File: config.mk
export PLATFORM = sky130hd
export DESIGN_NAME = fp_compare_mask_unit
export DESIGN_NICKNAME = d
export VERILOG_FILES = /design/src/hdl/fp_cmp_pkg.sv /design/src/hdl/fp_compare_mask_unit.sv /design/src/hdl/fp_order_compare.sv
export SDC_FILE = /design/constraint.sdc
export NUM_CORES = 1
export LEC_CHECK = 0
export CAP_MARGIN = 20
export CORE_MARGIN = 1
export CORE_UTILIZATION = 30
export CTS_CLUSTER_DIAMETER = 120
export DETAILED_ROUTE_END_ITERATION = 8
export DONT_BUFFER_PORTS = 1
export PLACE_DENSITY = 0.53
export SETUP_SLACK_MARGIN = 0.05
export SLEW_MARGIN = 20
export SYNTH_ARGS = -nofsm -noshare
export SYNTH_HDL_FRONTEND = slang
export SYNTH_SLANG_ARGS = --single-unit
File: constraint.sdc
create_clock -name i_core_clk -period 3.8 [get_ports i_core_clk]
set_input_delay 0.19 -clock i_core_clk [delete_from_list [all_inputs] [get_ports i_core_clk]]
set_output_delay 0.19 -clock i_core_clk [all_outputs]
set_load 0.05 [all_outputs]
File: src/hdl/fp_cmp_pkg.sv
// Purpose: Shared constants and types for the floating-point compare mask unit.
// Assumes: 32-bit AXI4-Lite register bus, 64-bit floating-point registers.
// Notes:   Offsets are byte addresses of aligned 32-bit words.
package fp_cmp_pkg;

  // ****************************************
  // Instruction encoding
  // ****************************************
  localparam logic [5:0] OPC_COP1 = 6'h11;
  localparam logic [4:0] FMT_SINGLE = 5'h14;
  localparam logic [4:0] FMT_DOUBLE = 5'h15;
  localparam int OPC_MSB = 31;
  localparam int OPC_LSB = 26;
  localparam int FMT_MSB = 25;
  localparam int FMT_LSB = 21;
  localparam int SRC2_LSB = 16;
  localparam int SRC1_LSB = 11;
  localparam int DEST_LSB = 6;
  localparam int FUNC_TOP = 5;
  localparam int COND_NEG = 4;
  localparam int COND_SIG = 3;
  localparam int COND_LT = 2;
  localparam int COND_EQ = 1;
  localparam int COND_UN = 0;

  // ****************************************
  // Register map
  // ****************************************
  localparam logic [7:0] ADDR_CTRL = 8'h00;
  localparam logic [7:0] ADDR_STATUS = 8'h04;
  localparam logic [7:0] ADDR_MASK = 8'h08;
  localparam logic [7:0] ADDR_COUNT = 8'h0c;
  localparam logic [7:0] ADDR_LAST = 8'h10;
  localparam logic [1:0] CTRL_RESET = 2'h0;
  localparam logic [3:0] STATUS_RESET = 4'h0;
  localparam logic [3:0] MASK_RESET = 4'h0;
  localparam int CTRL_INV_EN = 0;
  localparam int CTRL_SUB_TRAP = 1;
  localparam int ST_INVALID = 0;
  localparam int ST_RSVD = 1;
  localparam int ST_UNUSABLE = 2;
  localparam int ST_UNIMPL = 3;
  localparam logic [1:0] RESP_OKAY = 2'h0;
  localparam logic [1:0] RESP_SLVERR = 2'h2;

  // ****************************************
  // Exception codes
  // ****************************************
  typedef enum logic [2:0] {
    EXC_NONE = 3'b000,
    EXC_UNUSABLE = 3'b001,
    EXC_RSVD_INSTR = 3'b010,
    EXC_UNIMPL_OP = 3'b011,
    EXC_INVALID_OP = 3'b100
  } exc_code_t;

endpackage

File: src/hdl/fp_compare_mask_unit.sv
// Purpose: Scalar floating-point compare producing an all-ones or all-zeros mask.
// Assumes: Issue inputs are synchronous to i_core_clk; one instruction per cycle at most.
// Notes:   Result and exception appear one cycle after issue; registers on AXI4-Lite.
//
// The address map and the AXI4-Lite slave port were decided locally.
`timescale 1ns/100ps

// Notes on behaviour
// RL1: Decode compare by major opcode 010001.
// RL2: Any NaN forces unordered true, others false.
// RL3: Invalid on signalling NaN, or signalling quiet NaN.
// RL4: Non-NaN: numeric less and equal, unordered false.
// RL5: Result is bit4 xor selected relation terms.
// RL6: Write result replicated as full-width mask.
// RL7: Upper bits 00 select direct predicates.
// RL8: Upper bits 01 select negated predicates.
// RL9: Reserved condition encodings are rejected.
// RL10: Unimplemented and invalid operation exceptions supported.
// RL11: Unusable when FP disabled; reserved on bad encoding.
// RL12: Invalid sets flag; enabled trap suppresses write.
// RL13: Positive and negative zero compare equal.
// RL14: Only single and double formats accepted.
module fp_compare_mask_unit (
  // Clock and reset
  input wire logic i_core_clk,
  input wire logic i_reset,
  // Issue side
  input wire logic i_issue_valid,
  input wire logic [31:0] i_instr,
  input wire logic [63:0] i_first_source_operand,
  input wire logic [63:0] i_second_source_operand,
  input wire logic i_fp_usable,
  // Result side
  output logic o_result_valid,
  output logic o_result_write,
  output logic [4:0] o_destination_register,
  output logic [63:0] o_result_data,
  output logic o_exc_valid,
  output logic [2:0] o_exc_code,
  // AXI4-Lite write address and data
  input wire logic i_s_axi_awvalid,
  output logic o_s_axi_awready,
  input wire logic [7:0] i_s_axi_awaddr,
  input wire logic i_s_axi_wvalid,
  output logic o_s_axi_wready,
  input wire logic [31:0] i_s_axi_wdata,
  input wire logic [3:0] i_s_axi_wstrb,
  // AXI4-Lite write response
  output logic o_s_axi_bvalid,
  input wire logic i_s_axi_bready,
  output logic [1:0] o_s_axi_bresp,
  // AXI4-Lite read
  input wire logic i_s_axi_arvalid,
  output logic o_s_axi_arready,
  input wire logic [7:0] i_s_axi_araddr,
  output logic o_s_axi_rvalid,
  input wire logic i_s_axi_rready,
  output logic [31:0] o_s_axi_rdata,
  output logic [1:0] o_s_axi_rresp,
  // Interrupt
  output logic o_irq
);

  // ****************************************
  // Instruction fields
  // ****************************************
  logic [5:0] opcode;
  logic [4:0] fmt_field;
  logic [5:0] func_field;
  logic [4:0] dest_field;
  logic is_double;
  logic fmt_ok;
  logic cond_ok;
  logic less;
  logic equal;
  logic unordered;
  logic snan_any;
  logic qnan_any;
  logic sub_any;
  logic invalid_cond;
  logic predicate;
  fp_cmp_pkg::exc_code_t exc_next;
  logic write_next;

  assign opcode = i_instr[fp_cmp_pkg::OPC_MSB:fp_cmp_pkg::OPC_LSB];
  assign fmt_field = i_instr[fp_cmp_pkg::FMT_MSB:fp_cmp_pkg::FMT_LSB];
  assign func_field = i_instr[5:0];
  assign dest_field = i_instr[fp_cmp_pkg::DEST_LSB +: 5];
  assign is_double = (fmt_field == fp_cmp_pkg::FMT_DOUBLE);
  assign fmt_ok = (fmt_field == fp_cmp_pkg::FMT_SINGLE) || is_double; // RL14

  // Negated forms exist only for ordered, unordered-or-not-equal and not-equal
  always_comb begin
    if (!func_field[fp_cmp_pkg::COND_NEG]) begin
      cond_ok = 1'b1; // RL7
    end else if ((func_field[2:0] >= 3'h1) && (func_field[2:0] <= 3'h3)) begin
      cond_ok = 1'b1; // RL8
    end else begin
      cond_ok = 1'b0; // RL9
    end
  end

  fp_order_compare u_order (
    .i_op_a(i_first_source_operand),
    .i_op_b(i_second_source_operand),
    .i_double(is_double),
    .o_less(less),
    .o_equal(equal),
    .o_unordered(unordered),
    .o_snan_any(snan_any),
    .o_qnan_any(qnan_any),
    .o_sub_any(sub_any)
  );

  assign invalid_cond = snan_any ||
    (func_field[fp_cmp_pkg::COND_SIG] && qnan_any); // RL3

  assign predicate = func_field[fp_cmp_pkg::COND_NEG] ^ (
    (func_field[fp_cmp_pkg::COND_LT] && less) ||
    (func_field[fp_cmp_pkg::COND_EQ] && equal) ||
    (func_field[fp_cmp_pkg::COND_UN] && unordered)); // RL5

  // ****************************************
  // Register file state
  // ****************************************
  logic [1:0] ctrl_reg;
  logic [3:0] status_reg;
  logic [3:0] mask_reg;
  logic [31:0] count_reg;
  logic last_result_reg;
  logic [3:0] event_set;
  logic [3:0] status_clear;

  // Exception priority: unusable, reserved encoding, unimplemented, invalid
  always_comb begin
    exc_next = fp_cmp_pkg::EXC_NONE;
    write_next = 1'b0;
    if (!i_fp_usable) begin
      exc_next = fp_cmp_pkg::EXC_UNUSABLE; // RL11
    end else if ((opcode != fp_cmp_pkg::OPC_COP1) || func_field[fp_cmp_pkg::FUNC_TOP]) begin
      exc_next = fp_cmp_pkg::EXC_RSVD_INSTR; // RL1
    end else if (!fmt_ok || !cond_ok) begin
      exc_next = fp_cmp_pkg::EXC_RSVD_INSTR; // RL11
    end else if (sub_any && ctrl_reg[fp_cmp_pkg::CTRL_SUB_TRAP]) begin
      exc_next = fp_cmp_pkg::EXC_UNIMPL_OP; // RL10
    end else if (invalid_cond && ctrl_reg[fp_cmp_pkg::CTRL_INV_EN]) begin
      exc_next = fp_cmp_pkg::EXC_INVALID_OP; // RL12
    end else begin
      write_next = 1'b1; // RL12
    end
  end

  // ****************************************
  // Result stage
  // ****************************************
  // Strobes last one cycle; mask and index hold until the next write
  always_ff @(posedge i_core_clk) begin
    if (i_reset) begin
      o_result_valid <= 1'b0;
      o_result_write <= 1'b0;
      o_exc_valid <= 1'b0;
      o_exc_code <= fp_cmp_pkg::EXC_NONE;
    end else begin
      o_result_valid <= i_issue_valid;
      o_result_write <= i_issue_valid && write_next;
      o_exc_valid <= i_issue_valid && (exc_next != fp_cmp_pkg::EXC_NONE); // RL10
      o_exc_code <= i_issue_valid ? exc_next : fp_cmp_pkg::EXC_NONE;
    end
  end

  always_ff @(posedge i_core_clk) begin
    if (i_reset) begin
      o_destination_register <= 5'h00;
      o_result_data <= 64'h0;
    end else if (i_issue_valid && write_next) begin
      o_destination_register <= dest_field;
      o_result_data <= {64{predicate}}; // RL6
    end
  end

  // Counts written masks only; trapped or refused instructions are not counted
  always_ff @(posedge i_core_clk) begin
    if (i_reset) begin
      count_reg <= 32'h0;
      last_result_reg <= 1'b0;
    end else if (i_issue_valid && write_next) begin
      count_reg <= count_reg + 32'h1;
      last_result_reg <= predicate;
    end
  end

  // ****************************************
  // Sticky status and interrupt
  // ****************************************
  // Invalid flag is raised whether or not its trap is enabled
  always_comb begin
    event_set = 4'h0;
    if (i_issue_valid) begin
      event_set[fp_cmp_pkg::ST_INVALID] = (exc_next == fp_cmp_pkg::EXC_INVALID_OP) ||
        (write_next && invalid_cond); // RL12
      event_set[fp_cmp_pkg::ST_RSVD] = (exc_next == fp_cmp_pkg::EXC_RSVD_INSTR);
      event_set[fp_cmp_pkg::ST_UNUSABLE] = (exc_next == fp_cmp_pkg::EXC_UNUSABLE);
      event_set[fp_cmp_pkg::ST_UNIMPL] = (exc_next == fp_cmp_pkg::EXC_UNIMPL_OP);
    end
  end

  // Set beats a simultaneous write-one clear so no event is lost
  always_ff @(posedge i_core_clk) begin
    if (i_reset) begin
      status_reg <= fp_cmp_pkg::STATUS_RESET;
    end else begin
      status_reg <= (status_reg & ~status_clear) | event_set;
    end
  end

  // Level output; it falls only when software clears status or mask
  assign o_irq = |(status_reg & mask_reg);

  // ****************************************
  // AXI4-Lite write channel
  // ****************************************
  logic aw_held_reg;
  logic w_held_reg;
  logic [7:0] waddr_reg;
  logic [31:0] wdata_reg;
  logic [3:0] wstrb_reg;
  logic wr_fire;
  logic waddr_known;

  // Address and data are latched apart, so either may come first
  assign o_s_axi_awready = !aw_held_reg && !o_s_axi_bvalid;
  assign o_s_axi_wready = !w_held_reg && !o_s_axi_bvalid;
  assign wr_fire = aw_held_reg && w_held_reg && !o_s_axi_bvalid;

  always_ff @(posedge i_core_clk) begin
    if (i_reset) begin
      aw_held_reg <= 1'b0;
      waddr_reg <= 8'h00;
    end else if (i_s_axi_awvalid && o_s_axi_awready) begin
      aw_held_reg <= 1'b1;
      waddr_reg <= i_s_axi_awaddr;
    end else if (wr_fire) begin
      aw_held_reg <= 1'b0;
    end
  end

  always_ff @(posedge i_core_clk) begin
    if (i_reset) begin
      w_held_reg <= 1'b0;
      wdata_reg <= 32'h0;
      wstrb_reg <= 4'h0;
    end else if (i_s_axi_wvalid && o_s_axi_wready) begin
      w_held_reg <= 1'b1;
      wdata_reg <= i_s_axi_wdata;
      wstrb_reg <= i_s_axi_wstrb;
    end else if (wr_fire) begin
      w_held_reg <= 1'b0;
    end
  end

  // Unmapped offsets answer with an error and change nothing
  always_comb begin
    if (waddr_reg == fp_cmp_pkg::ADDR_CTRL) begin
      waddr_known = 1'b1;
    end else if (waddr_reg == fp_cmp_pkg::ADDR_STATUS) begin
      waddr_known = 1'b1;
    end else if (waddr_reg == fp_cmp_pkg::ADDR_MASK) begin
      waddr_known = 1'b1;
    end else if (waddr_reg == fp_cmp_pkg::ADDR_COUNT) begin
      waddr_known = 1'b1;
    end else if (waddr_reg == fp_cmp_pkg::ADDR_LAST) begin
      waddr_known = 1'b1;
    end else begin
      waddr_known = 1'b0;
    end
  end

  always_comb begin
    status_clear = 4'h0;
    if (wr_fire && (waddr_reg == fp_cmp_pkg::ADDR_STATUS) && wstrb_reg[0]) begin
      status_clear = wdata_reg[3:0];
    end
  end

  always_ff @(posedge i_core_clk) begin
    if (i_reset) begin
      ctrl_reg <= fp_cmp_pkg::CTRL_RESET;
      mask_reg <= fp_cmp_pkg::MASK_RESET;
    end else if (wr_fire && wstrb_reg[0]) begin
      if (waddr_reg == fp_cmp_pkg::ADDR_CTRL) begin
        ctrl_reg <= wdata_reg[1:0];
      end else if (waddr_reg == fp_cmp_pkg::ADDR_MASK) begin
        mask_reg <= wdata_reg[3:0];
      end
    end
  end

  always_ff @(posedge i_core_clk) begin
    if (i_reset) begin
      o_s_axi_bvalid <= 1'b0;
      o_s_axi_bresp <= fp_cmp_pkg::RESP_OKAY;
    end else if (wr_fire) begin
      o_s_axi_bvalid <= 1'b1;
      if (waddr_known) begin
        o_s_axi_bresp <= fp_cmp_pkg::RESP_OKAY;
      end else begin
        o_s_axi_bresp <= fp_cmp_pkg::RESP_SLVERR;
      end
    end else if (i_s_axi_bready) begin
      o_s_axi_bvalid <= 1'b0;
    end
  end

  // ****************************************
  // AXI4-Lite read channel
  // ****************************************
  // One read outstanding: arready falls while the answer waits
  assign o_s_axi_arready = !o_s_axi_rvalid;

  always_ff @(posedge i_core_clk) begin
    if (i_reset) begin
      o_s_axi_rvalid <= 1'b0;
      o_s_axi_rdata <= 32'h0;
      o_s_axi_rresp <= fp_cmp_pkg::RESP_OKAY;
    end else if (i_s_axi_arvalid && o_s_axi_arready) begin
      o_s_axi_rvalid <= 1'b1;
      o_s_axi_rresp <= fp_cmp_pkg::RESP_OKAY;
      if (i_s_axi_araddr == fp_cmp_pkg::ADDR_CTRL) begin
        o_s_axi_rdata <= {30'h0, ctrl_reg};
      end else if (i_s_axi_araddr == fp_cmp_pkg::ADDR_STATUS) begin
        o_s_axi_rdata <= {28'h0, status_reg};
      end else if (i_s_axi_araddr == fp_cmp_pkg::ADDR_MASK) begin
        o_s_axi_rdata <= {28'h0, mask_reg};
      end else if (i_s_axi_araddr == fp_cmp_pkg::ADDR_COUNT) begin
        o_s_axi_rdata <= count_reg;
      end else if (i_s_axi_araddr == fp_cmp_pkg::ADDR_LAST) begin
        o_s_axi_rdata <= {31'h0, last_result_reg};
      end else begin
        o_s_axi_rdata <= 32'h0;
        o_s_axi_rresp <= fp_cmp_pkg::RESP_SLVERR;
      end
    end else if (i_s_axi_rready) begin
      o_s_axi_rvalid <= 1'b0;
    end
  end

endmodule

File: src/hdl/fp_order_compare.sv
// Purpose: Ordering relations and NaN classes of two single or double operands.
// Assumes: Single operands sit in the low 32 bits of each 64-bit input.
// Notes:   Purely combinational.
`timescale 1ns/100ps
module fp_order_compare (
  // Operands
  input wire logic [63:0] i_op_a,
  input wire logic [63:0] i_op_b,
  input wire logic i_double,
  // Relations and classes
  output logic o_less,
  output logic o_equal,
  output logic o_unordered,
  output logic o_snan_any,
  output logic o_qnan_any,
  output logic o_sub_any
);

  logic [63:0] mag_a;
  logic [63:0] mag_b;
  logic sign_a;
  logic sign_b;
  logic [1:0] is_nan;
  logic [1:0] is_quiet;
  logic [1:0] is_sub;
  logic zero_both;

  always_comb begin
    if (i_double) begin
      sign_a = i_op_a[63];
      sign_b = i_op_b[63];
      mag_a = {1'b0, i_op_a[62:0]};
      mag_b = {1'b0, i_op_b[62:0]};
      is_nan[0] = (&i_op_a[62:52]) && (|i_op_a[51:0]);
      is_nan[1] = (&i_op_b[62:52]) && (|i_op_b[51:0]);
      is_quiet = {i_op_b[51], i_op_a[51]};
      is_sub[0] = ~(|i_op_a[62:52]) && (|i_op_a[51:0]);
      is_sub[1] = ~(|i_op_b[62:52]) && (|i_op_b[51:0]);
    end else begin
      sign_a = i_op_a[31];
      sign_b = i_op_b[31];
      mag_a = {33'h0, i_op_a[30:0]};
      mag_b = {33'h0, i_op_b[30:0]};
      is_nan[0] = (&i_op_a[30:23]) && (|i_op_a[22:0]);
      is_nan[1] = (&i_op_b[30:23]) && (|i_op_b[22:0]);
      is_quiet = {i_op_b[22], i_op_a[22]};
      is_sub[0] = ~(|i_op_a[30:23]) && (|i_op_a[22:0]);
      is_sub[1] = ~(|i_op_b[30:23]) && (|i_op_b[22:0]);
    end
    zero_both = (mag_a == 64'h0) && (mag_b == 64'h0);
    o_snan_any = |(is_nan & ~is_quiet);
    o_qnan_any = |(is_nan & is_quiet);
    o_sub_any = |is_sub;
    if (|is_nan) begin
      // Any NaN: only the unordered relation holds
      o_less = 1'b0; // RL2
      o_equal = 1'b0; // RL2
      o_unordered = 1'b1; // RL2
    end else begin
      o_unordered = 1'b0; // RL4
      if (zero_both) begin
        o_less = 1'b0; // RL13
        o_equal = 1'b1; // RL13
      end else begin
        o_equal = (sign_a == sign_b) && (mag_a == mag_b); // RL4
        if (sign_a != sign_b) begin
          o_less = sign_a; // RL4
        end else if (sign_a) begin
          o_less = mag_a > mag_b; // RL4
        end else begin
          o_less = mag_a < mag_b; // RL4
        end
      end
    end
  end

endmodule

==> metrics.txt, run 1 <==
post-place instance area=7430 um^2; vertical die dimension=160 um; Final WS setup=618 ps; DP HPWL=17.0 mm; peak supply drop=0.000207 V; Crit-path slowest cell=buf_12; clock sinks=105; fmax=314 MHz; asr flop ratio synth=0%; Initial Util=30.7%; Port Buf Inserts=0; DRT iter0 DRCs=379; Leakage=3.18 nW; final core occ=32.7%; Post-DRT Antenna Nets=0; grt total ovfl=0; Routability Congestion=0.851; Synth cell types=61; Final setup viols=0; Crit. End Element=output port; RR Endpoint=count_reg[31]$_SDFFE_PP0P_; HP Start=i_s_axi_araddr[4]; Total Routing Usage GR=16.9%; Power per Cell Area=299 nW/um^2; number of buffers on the longest clock path=2; Worst Path Required=3610 ps; DRC errors left=0; Setup CP Type=reg2out; # Post-CTS Setup Buffers=0; final period utilization=83.7%; Synth Area per Inst=7.88 um^2; Worst path top cell family by delay=buffers and inverters; R2R cell count=9; Cells after DPL=1187; vias in the first global route=6321; core region area=24500 um^2; slowest stage delay, CP=1420 ps; synthesized cell area=7520 um^2; Seq/Total Area, Yosys=27.9%; share of cells above drive strength 1=7.31%; commonest cells after routing, fill and taps aside=nor2_1, dfxtp_1, nand2_1; H-tree depth=3; final wirelength=22.2 mm; WP buf/inv=2; initial antenna violation count=0; max cap viols=0; die area=25700 um^2; area grow syn2layout=6.27%; CP Data Arrival Time=2990 ps; Yosys reg bits=105; critical path startpoint=last_result_reg$_SDFFE_PP0P_; clk root buf=clkbuf_16; skew final=20.0 ps; commonest non-fill, non-tap cell in the layout=nor2_1; die width=160 um; hold path depth=2; Final TNS setup=0 ps; First-pass DRT Iterations=5; Mapped Cells=954; worst-path cell chain=buf_12 -> buf_16; Worst-Margin Slew=1130 ps; dpl ws=294 ps; Final Hold Fails=0; Worst Hold Path EP=o_s_axi_rresp[1]$_SDFFE_PP0P_; Inserted Diodes=0; crit start category=flip-flop; via/cell ratio=5.37; Critical Path Fanout Max=35; overall power=2.39 mW; DR WL/cell=18.1 um; Final Max Slew Viols=0; Post-synth EDFFs=0; CTS tree=yes; Design Area, Final=7990 um^2; RSZ-0062 raised after global routing=no; I/O Pins=338; ys flop type=dfxtp_1; reg2reg start=count_reg[3]$_SDFFE_PP0P_; Tightest Hold Check Type=in2reg; worst hold margin=18.1 ps; Worst-path clk slew=80 ps; Rows=57; global-route wire length before repair=34.3 mm; Yosys warning count=0; cts bufs inserted=9; Slew headroom=25.0%; register-to-register path setup slack=1110 ps; Nets=1183; Tmin final=3180 ps; via count=6589; status=finished clean; largest net degree at the start of global routing=75; non-filler cells, final=1227; Worst-Skew Late Latency=370 ps
-- metal layers --
| metal | part of all wire (%) | track usage (%) | vias up |
|---|---|---|---|
| met5 | 0 | 0 | - |
| met4 | 1.3 | 3.59 | 0 |
| met3 | 6.3 | 3.69 | 24 |
| met2 | 47 | 29.2 | 192 |
| met1 | 45 | 21.5 | 3123 |
| li1 | - | - | 3250 |
-- power by group --
part           total [mW]  leakage [nW]  switching [mW]  internal, mW
Clock               0.971         0.146           0.487         0.484
Sequential           1.15         0.851          0.0326          1.12
Combinational       0.267          2.18           0.150         0.117
-- cells in the mapped netlist, types with 21 or more instances --
library cell	instances	area, um^2
clkbuf_1	29	109
a21oi_1	40	200
nand3_1	36	180
nor4_1	29	181
nand2_1	89	334
o21ai_0	25	125
and3_1	38	238
a22oi_1	33	248
nor2b_1	35	219
ha_1	64	801
buf_4	67	503
inv_1	41	154
dfxtp_1	105	2100
nor3_1	25	125
nor2_1	107	402
mux2_2	21	236
nand4_1	36	225
mux2i_1	28	280
-- worst max path at each step --
| stage | endpoint | slack [ps] | cells past startpoint |
|---|---|---|---|
| finish | o_result_data[5] | 620 | 2 |
| global route | last_result_reg$_SDFFE_PP0P_ | 440 | 13 |
| CTS | o_result_data[23] | 590 | 2 |
| detailed placement | last_result_reg$_SDFFE_PP0P_ | 290 | 13 |
| global placement | last_result_reg$_SDFFE_PP0P_ | 300 | 13 |
| floorplan | last_result_reg$_SDFFE_PP0P_ | 300 | 15 |
-- kinds of logic after synthesis --
family          after synthesis  share of synthesized area [%]
simple gates                444                           30.6
buf+inv                     148                           11.0
compound gates              137                           11.9
flops                       105                           27.9
fa+ha+maj                    64                           10.6
mux                          53                           7.72
xor+xnor                      2                          0.233
other cells                   1                         0.0499
-- what timing repair did --
| item | in CTS | in global routing |
|---|---|---|
| endpoints found under the hold margin | 74 | 0 |
| gates resized for setup | 0 | 0 |
| hold buffers | 23 | 0 |
-- layout make-up --
cell class | count | area, um^2
repair buffers | 39 | 428
flip-flops and latches | 105 | 2110
clock buffers | 10 | 239
multi-input cells | 702 | 4600
well taps | 324 | 405
inverters | 41 | 154
clock inverters | 6 | 63.8
fillers | 2641 | 16500
-- worst reg2reg max path: cells and delay by family (launching register included) --
| kind | cells | cell delay, ps |
|---|---|---|
| AND/OR/NAND/NOR | 8 | 1790 |
| flip-flops | 1 | 490 |
| multiplexers | 1 | 290 |
Power figures use the tool's default switching activity.
==> run 2: changes to the inputs <==
--- a/config.mk
+++ b/config.mk
@@ -5,6 +5,7 @@
 export SDC_FILE = /design/constraint.sdc
 export NUM_CORES = 1
 export LEC_CHECK = 0
+export ABC_AREA = 1
 export CAP_MARGIN = 20
 export CORE_MARGIN = 1
 export CORE_UTILIZATION = 30
==> constraint.sdc (replaced) <==
create_clock -name i_core_clk -period 3.2 [get_ports i_core_clk]
set_input_delay 0.16 -clock i_core_clk [delete_from_list [all_inputs] [get_ports i_core_clk]]
set_output_delay 0.16 -clock i_core_clk [all_outputs]
set_load 0.05 [all_outputs]
==> run 2 against run 1 <==
  * Utilization hardly changed
  * Via count rose by 23%
  * Combinational power grew 53%
  * Critical path depth grew 1
  * Power is 21% higher
  * Global-route usage is 0.45 points lower
  * Area after synthesis grew 15%
  * Final cell count rose by 42%
  * Synthesized cell count increased by 48%
  * Sequential power increased by 19%
  * Hold slack improved by 2.8 ps
  * Count of clock-buffer cells in the layout did not move
==> metrics.txt, run 2 <==
status=finished clean (unchanged); synth cell count leaders=nand2_1, nor2_1, inv_1 (was nor2_1, dfxtp_1, nand2_1); number of buffers on the longest clock path=2 (unchanged); XOR/XNOR Fraction of Synth Area=0.101% (was 0.233%); clock share of power=38.7% (was 40.7%); final period utilization=93.3%; CP Data Arrival Time=2830 ps (was 2990 ps); combinational fraction of design power=14.1% (was 11.2%); Initial Util=30.8% (was 30.7%); DR WL/cell=14.3 um (was 18.1 um); via/cell ratio=4.66 (was 5.37); DRT iter0 DRCs=439 (was 379); largest net degree at the start of global routing=56 (was 75); Reg power frac=47.2% (was 48.1%); Final Hold Fails=0 (unchanged); core region area=28100 um^2 (was 24500 um^2); post-synthesis mux area share=0% (was 7.72%); Seq/Total Area, Yosys=24.3% (was 27.9%); skew final=5.23 ps (was 20.0 ps); die width=172 um (was 160 um); simple-gate share of the synthesized area=37.4% (was 30.6%); Inserted Diodes=0 (unchanged); net switching power figure=0.803 mW (was 0.670 mW); Design Area, Final=9180 um^2 (was 7990 um^2); Worst Path Required=3040 ps (was 3610 ps); Tightest Hold Check Type=in2reg (unchanged); Worst-Skew Late Latency=350 ps (was 370 ps); post-synthesis adder-cell area fraction=9.25% (was 10.6%); met2 wire length=11.5 mm (was 10.5 mm); Final Max Slew Viols=0 (unchanged); Critical Path Fanout Max=33 (was 35); ys flop type=dfxtp_1 (unchanged); max cap viols=0 (unchanged); Yosys warning count=0 (unchanged); Final setup viols=0 (unchanged); post-place instance area=8710 um^2 (was 7430 um^2); DR WL met3=2.13 mm (was 1.40 mm); cts bufs inserted=9 (unchanged); synthesized cell area=8660 um^2 (was 7520 um^2); sw frac=27.7% (was 28.0%); top cells by area, synth=dfxtp_1, nand2_1, nor2_1 (was dfxtp_1, ha_1, buf_4); vias in the first global route=7625 (was 6321); grt total ovfl=0 (unchanged); Rows=61 (was 57); Mapped Cells=1416 (was 954); P_int=2.10 mW (was 1.72 mW); Final TNS setup=0 ps (unchanged); fmax=335 MHz; H-tree depth=3 (unchanged); crit start category=flip-flop (unchanged); Tmin final=2990 ps; area grow syn2layout=6.00% (was 6.27%); vertical die dimension=172 um (was 160 um); Synth Area per Inst=6.12 um^2 (was 7.88 um^2); global-route wire length before repair=37.9 mm (was 34.3 mm); worst hold margin=20.9 ps (was 18.1 ps); DR top layer=met4 (unchanged); commonest cells after routing, fill and taps aside=nand2_1, nor2_1, inv_1 (was nor2_1, dfxtp_1, nand2_1); Worst-Margin Slew=1090 ps (was 1130 ps); most common cell in the synthesized netlist=nand2_1 (was nor2_1); initial antenna violation count=0 (unchanged); largest family of logic cells by synthesized area=simple AND/OR/NAND/NOR gates (unchanged); CTS tree=yes (unchanged); Routability Congestion=0.883 (was 0.851); via count=8126 (was 6589); die area=29600 um^2 (was 25700 um^2); RSZ-0062 raised after global routing=no (unchanged); R2R cell count=5 (was 9); asr flop ratio synth=0% (unchanged); Synth Area in Compound Gates=11.7% (was 11.9%); Total Routing Usage GR=16.5% (was 16.9%); peak supply drop=0.000263 V (was 0.000207 V); Setup CP Type=reg2out (unchanged); Nets=1649 (was 1183); Port Buf Inserts=0 (unchanged); Crit. End Element=output port (unchanged); final wirelength=24.9 mm (was 22.2 mm); I/O Pins=338 (unchanged); worst-path cell chain=buf_16 -> buf_12 -> buf_12 (was buf_12 -> buf_16); slowest stage delay, CP=1160 ps (was 1420 ps); hold path depth=2 (unchanged); commonest non-fill, non-tap cell in the layout=nand2_1 (was nor2_1); Synth cell types=43 (was 61); DRC errors left=0 (unchanged); Crit-path slowest cell=buf_16 (was buf_12); Slew headroom=26.7% (was 25.0%); Synth top area share=24.3% (was 27.9%); Post-synth EDFFs=0 (unchanged); DP HPWL=20.1 mm (was 17.0 mm); Post-DRT Antenna Nets=0 (unchanged); First-pass DRT Iterations=4 (was 5); Worst-path clk slew=70 ps (was 80 ps); clock sinks=105 (unchanged); share of cells above drive strength 1=6.29% (was 7.31%); Leakage=4.15 nW (was 3.18 nW); # Post-CTS Setup Buffers=0 (unchanged); Fillers=3141 (was 2641); Met1 Wirelength=10.7 mm (was 10.0 mm); Power per Cell Area=316 nW/um^2 (was 299 nW/um^2); Synth area leader=dfxtp_1 (unchanged); CP most frequent cell=buf_12; Yosys reg bits=105 (unchanged); clk root buf=clkbuf_16 (unchanged)
==> run 2: changes by cell type after synthesis, sizes merged, moves of 12 or more <==
cell / previous run / this run
inv: 41 / 218
a21oi: 40 / 93
nand4: 36 / 19
nor4: 30 / 3
nor2: 107 / 271
o21bai: 2 / 14
mux2i: 28 / 0
nand2: 89 / 312
mux2: 24 / 0
nand3: 36 / 108
and3: 40 / 1
o21ai: 25 / 46
a22oi: 33 / 0
nor2b: 35 / 0
==> run 2: final timing paths <==
path,startpoint,slack (ps),endpoint
worst max register to register,o_s_axi_bvalid$_SDFFE_PP0P_,900,waddr_reg[7]$_SDFFE_PP0P_
worst max-delay path,last_result_reg$_SDFFE_PP0P_,210,o_result_data[60]
worst min-delay path,i_s_axi_wdata[0],20,wdata_reg[0]$_SDFFE_PP0P_
worst min register to register,wstrb_reg[0]$_SDFFE_PP0P_,460,wstrb_reg[0]$_SDFFE_PP0P_
==> run 2: area by class of cell <==
cell class	instances	area (um^2)	area share [%]
clock buffer	10	239	2.60
clock inverter	4	55.1	0.600
inverter	218	818	8.91
multi-input combinational	991	5070	55.2
sequential	105	2110	22.9
tap	378	473	5.15
timing repair buffer	39	420	4.58
==> run 2: per-layer routing <==
layer | track usage (%) | up-vias
met2 | 28.8 | 266
li1 | - | 4295
met4 | 5.31 | 0
met5 | 0 | -
met1 | 19.9 | 3535
met3 | 3.69 | 30
==> run 2: cells by family (layout without fill, tap and decap cells) <==
family	count (synthesis)	after routing
AOI/OAI and AO/OA	175	175
xor gates and xnor gates	1	1
adders and majority gates	64	64
buffers and inverters	321	271
DFF	105	105
other	1	2
and+or+nand+nor	749	749
==> run 2: power groups by stage <==
stage / sequential [mW] / combinational, mW / clock, mW
after floorplan: 1.39 / 0.319 / 0
final: 1.37 / 0.409 / 1.12
after global placement: 1.40 / 0.374 / 0
after global routing: 1.37 / 0.476 / 1.21
after detailed placement: 1.40 / 0.382 / 0
after CTS: 1.37 / 0.411 / 1.16
==> run 2: through the flow <==
stage	std cells	power [mW]	setup slack [ps]	utilization [%]
2_1_floorplan	1417	1.71	612	-
3_3_place_gp	1715	1.77	462	31.0
3_5_place_dp	1715	1.78	419	31.0
4_1_cts	1745	2.94	83.0	32.7
5_1_grt	1745	3.05	127	32.7
6_report	1745	2.90	215	32.7
==> run 2: timing repair <==
item / in CTS / in global routing
setup endpoints to repair: 0 / 17
hold endpoints to repair: 63 / 0
resized for setup: 0 / 2
hold buffers: 16 / 0
==> run 2: critical path: cells and delay by family, from the launching register on <==
| family | cells | cell delay [ps] |
|---|---|---|
| buf+inv | 3 | 1890 |
| flops | 1 | 480 |
==> run 3: changes to the inputs <==
--- a/config.mk
+++ b/config.mk
@@ -5,10 +5,10 @@
 export SDC_FILE = /design/constraint.sdc
 export NUM_CORES = 1
 export LEC_CHECK = 0
-export ABC_AREA = 1
 export CAP_MARGIN = 20
 export CORE_MARGIN = 1
 export CORE_UTILIZATION = 30
+export CTS_BUF_LIST = sky130_fd_sc_hd__clkbuf_4 sky130_fd_sc_hd__clkbuf_8
 export CTS_CLUSTER_DIAMETER = 120
 export DETAILED_ROUTE_END_ITERATION = 8
 export DONT_BUFFER_PORTS = 1
==> run 3 against run 2 <==
  * Register-to-register slack got worse by 160 ps
  * Power fell by 9.9%
  * Die area fell by 13%
  * Non-clock buffer count rose by 25
  * Global-route usage rose by 0.86 points
  * Sequential share of layout area rose by 2.9 points
  * Design area fell by 11%
  * Hold slack got worse by 2.7 ps
  * Via count fell by 18%
  * Largest power group unchanged
==> metrics.txt, run 3 (synthesized netlist as in run 1, its figures left out) <==
status=finished clean (unchanged); RSZ-0062 raised after global routing=no (unchanged); Rows=57 (was 61); Power per Cell Area=321 nW/um^2 (was 316 nW/um^2); Worst-Skew Late Latency=380 ps (was 350 ps); Final Hold Fails=0 (unchanged); clk root buf=clkbuf_8 (was clkbuf_16); worst-path cell chain=buf_12 -> buf_16 (was buf_16 -> buf_12 -> buf_12); Slew headroom=25.8% (was 26.7%); CTS tree=yes (unchanged); via/cell ratio=5.33 (was 4.66); Crit-path slowest cell=buf_12 (was buf_16); # Post-CTS Setup Buffers=0 (unchanged); number of buffers on the longest clock path=2 (unchanged); overall power=2.61 mW (was 2.90 mW); largest net degree at the start of global routing=104 (was 56); post-place instance area=7600 um^2 (was 8710 um^2); commonest cells after routing, fill and taps aside=nor2_1, dfxtp_1, nand2_1 (was nand2_1, nor2_1, inv_1); initial antenna violation count=0 (unchanged); core region area=24500 um^2 (was 28100 um^2); First-pass DRT Iterations=6 (was 4); via count=6676 (was 8126); crit start category=flip-flop (unchanged); Post-DRT Antenna Nets=0 (unchanged); Inserted Diodes=0 (unchanged); share of cells above drive strength 1=9.05% (was 6.29%); DP HPWL=17.3 mm (was 20.1 mm); vias in the first global route=6539 (was 7625); final period utilization=91.2% (was 93.3%); cts bufs inserted=9 (unchanged); area grow syn2layout=8.33% (was 6.00%); peak supply drop=0.000191 V (was 0.000263 V); Cells after DPL=1204 (was 1715); Worst-Margin Slew=1120 ps (was 1090 ps); Tmin final=2920 ps (was 2990 ps); Total Routing Usage GR=17.3% (was 16.5%); Nets=1208 (was 1649); slowest stage delay, CP=1360 ps (was 1160 ps); Worst Path Required=3040 ps (about the same); fmax=343 MHz (was 335 MHz); Leakage=3.26 nW (was 4.15 nW); Critical Path Fanout Max=34 (was 33); Final setup viols=0 (unchanged); grt total ovfl=0 (unchanged); H-tree depth=3 (unchanged); Setup CP Type=reg2out (unchanged); DRT iter0 DRCs=434 (was 439); DRC errors left=0 (unchanged); worst hold margin=18.2 ps (was 20.9 ps); non-filler cells, final=1252 (was 1745); final wirelength=22.8 mm (was 24.9 mm); Port Buf Inserts=0 (unchanged); DR WL/cell=18.2 um (was 14.3 um); Crit. End Element=output port (unchanged); I/O Pins=338 (unchanged); global-route wire length before repair=35.3 mm (was 37.9 mm); Worst-path clk slew=100 ps (was 70 ps); Routability Congestion=0.878 (was 0.883); die area=25700 um^2 (was 29600 um^2); skew final=13.5 ps (was 5.23 ps); Initial Util=30.7% (was 30.8%); clock sinks=105 (unchanged); die width=160 um (was 172 um); max cap viols=0 (unchanged); Fillers=2596 (was 3141); commonest non-fill, non-tap cell in the layout=nor2_1 (was nand2_1); Design Area, Final=8150 um^2 (was 9180 um^2); CP Data Arrival Time=2760 ps (was 2830 ps); Final Max Slew Viols=0 (unchanged); vertical die dimension=160 um (was 172 um); Tightest Hold Check Type=in2reg (unchanged)
-- run 3: cell count changes in the layout (fill, tap and decap cells not counted), moves of 21 or more --
cell     change
nand2_1    -216
inv_1      -174
nor2_1     -152
nand3_1     -65
a21oi_1     -53
and3_1      +37
nor2b_1     +35
a22oi_1     +33
mux2i_1     +28
nor4_1      +26
mux2_2      +21
-- run 3: routing by layer --
layer  GRT usage, %  up-vias  wire [um]
met1           22.8     3123      10400
met2           28.9      220      10700
li1               -     3306          -
met3           3.43       27       1280
met5              0        -          0
met4           4.63        0        437
-- run 3: per-stage QoR --
stage               setup slack [ps]  TNS (ps)  util [%]
floorplan                       51.2         0         -
global placement               -23.0     -23.0      31.1
detailed placement             -42.9     -42.9      31.1
CTS                              237         0      33.3
global route                    91.3         0      33.3
finish                           281         0      33.3
-- run 3: final cells by class --
type / instances / area [um^2] / share of cell area [%]
Clock buffer: 10 / 138 / 1.69
Multi-Input combinational cell: 702 / 4620 / 56.6
Tap cell: 324 / 405 / 4.98
Timing Repair Buffer: 64 / 656 / 8.05
Clock inverter: 6 / 73.8 / 0.906
Sequential cell: 105 / 2110 / 25.8
Inverter: 41 / 154 / 1.89
-- run 3: final timing paths --
kind	endpoint	start	cells past startpoint	slack, ps
max	o_result_data[58]	last_result_reg$_SDFFE_PP0P_	2	280
max reg2reg	count_reg[31]$_SDFFE_PP0P_	count_reg[4]$_SDFFE_PP0P_	10	740
min	status_reg[3]$_SDFF_PP0_	i_reset	2	20
min reg2reg	status_reg[0]$_SDFF_PP0_	status_reg[0]$_SDFF_PP0_	2	500
-- run 3: what timing repair did --
item                                   in CTS  in global routing
hold buffers                               32                  0
gates resized for setup                     0                  0
endpoints found under the hold margin      97                  0
-- run 3: power by group --
group	leakage, nW	switching, mW	total, mW	internal, mW
Combinational	2.31	0.198	0.357	0.158
Clock	0.106	0.499	0.893	0.395
Sequential	0.851	0.0369	1.36	1.33
-- run 3: worst max-delay path: cells and delay by family, from the launching register on --
kind,cells,cell delay [ps]
flip-flops,1,420
buffers and inverters,2,1890
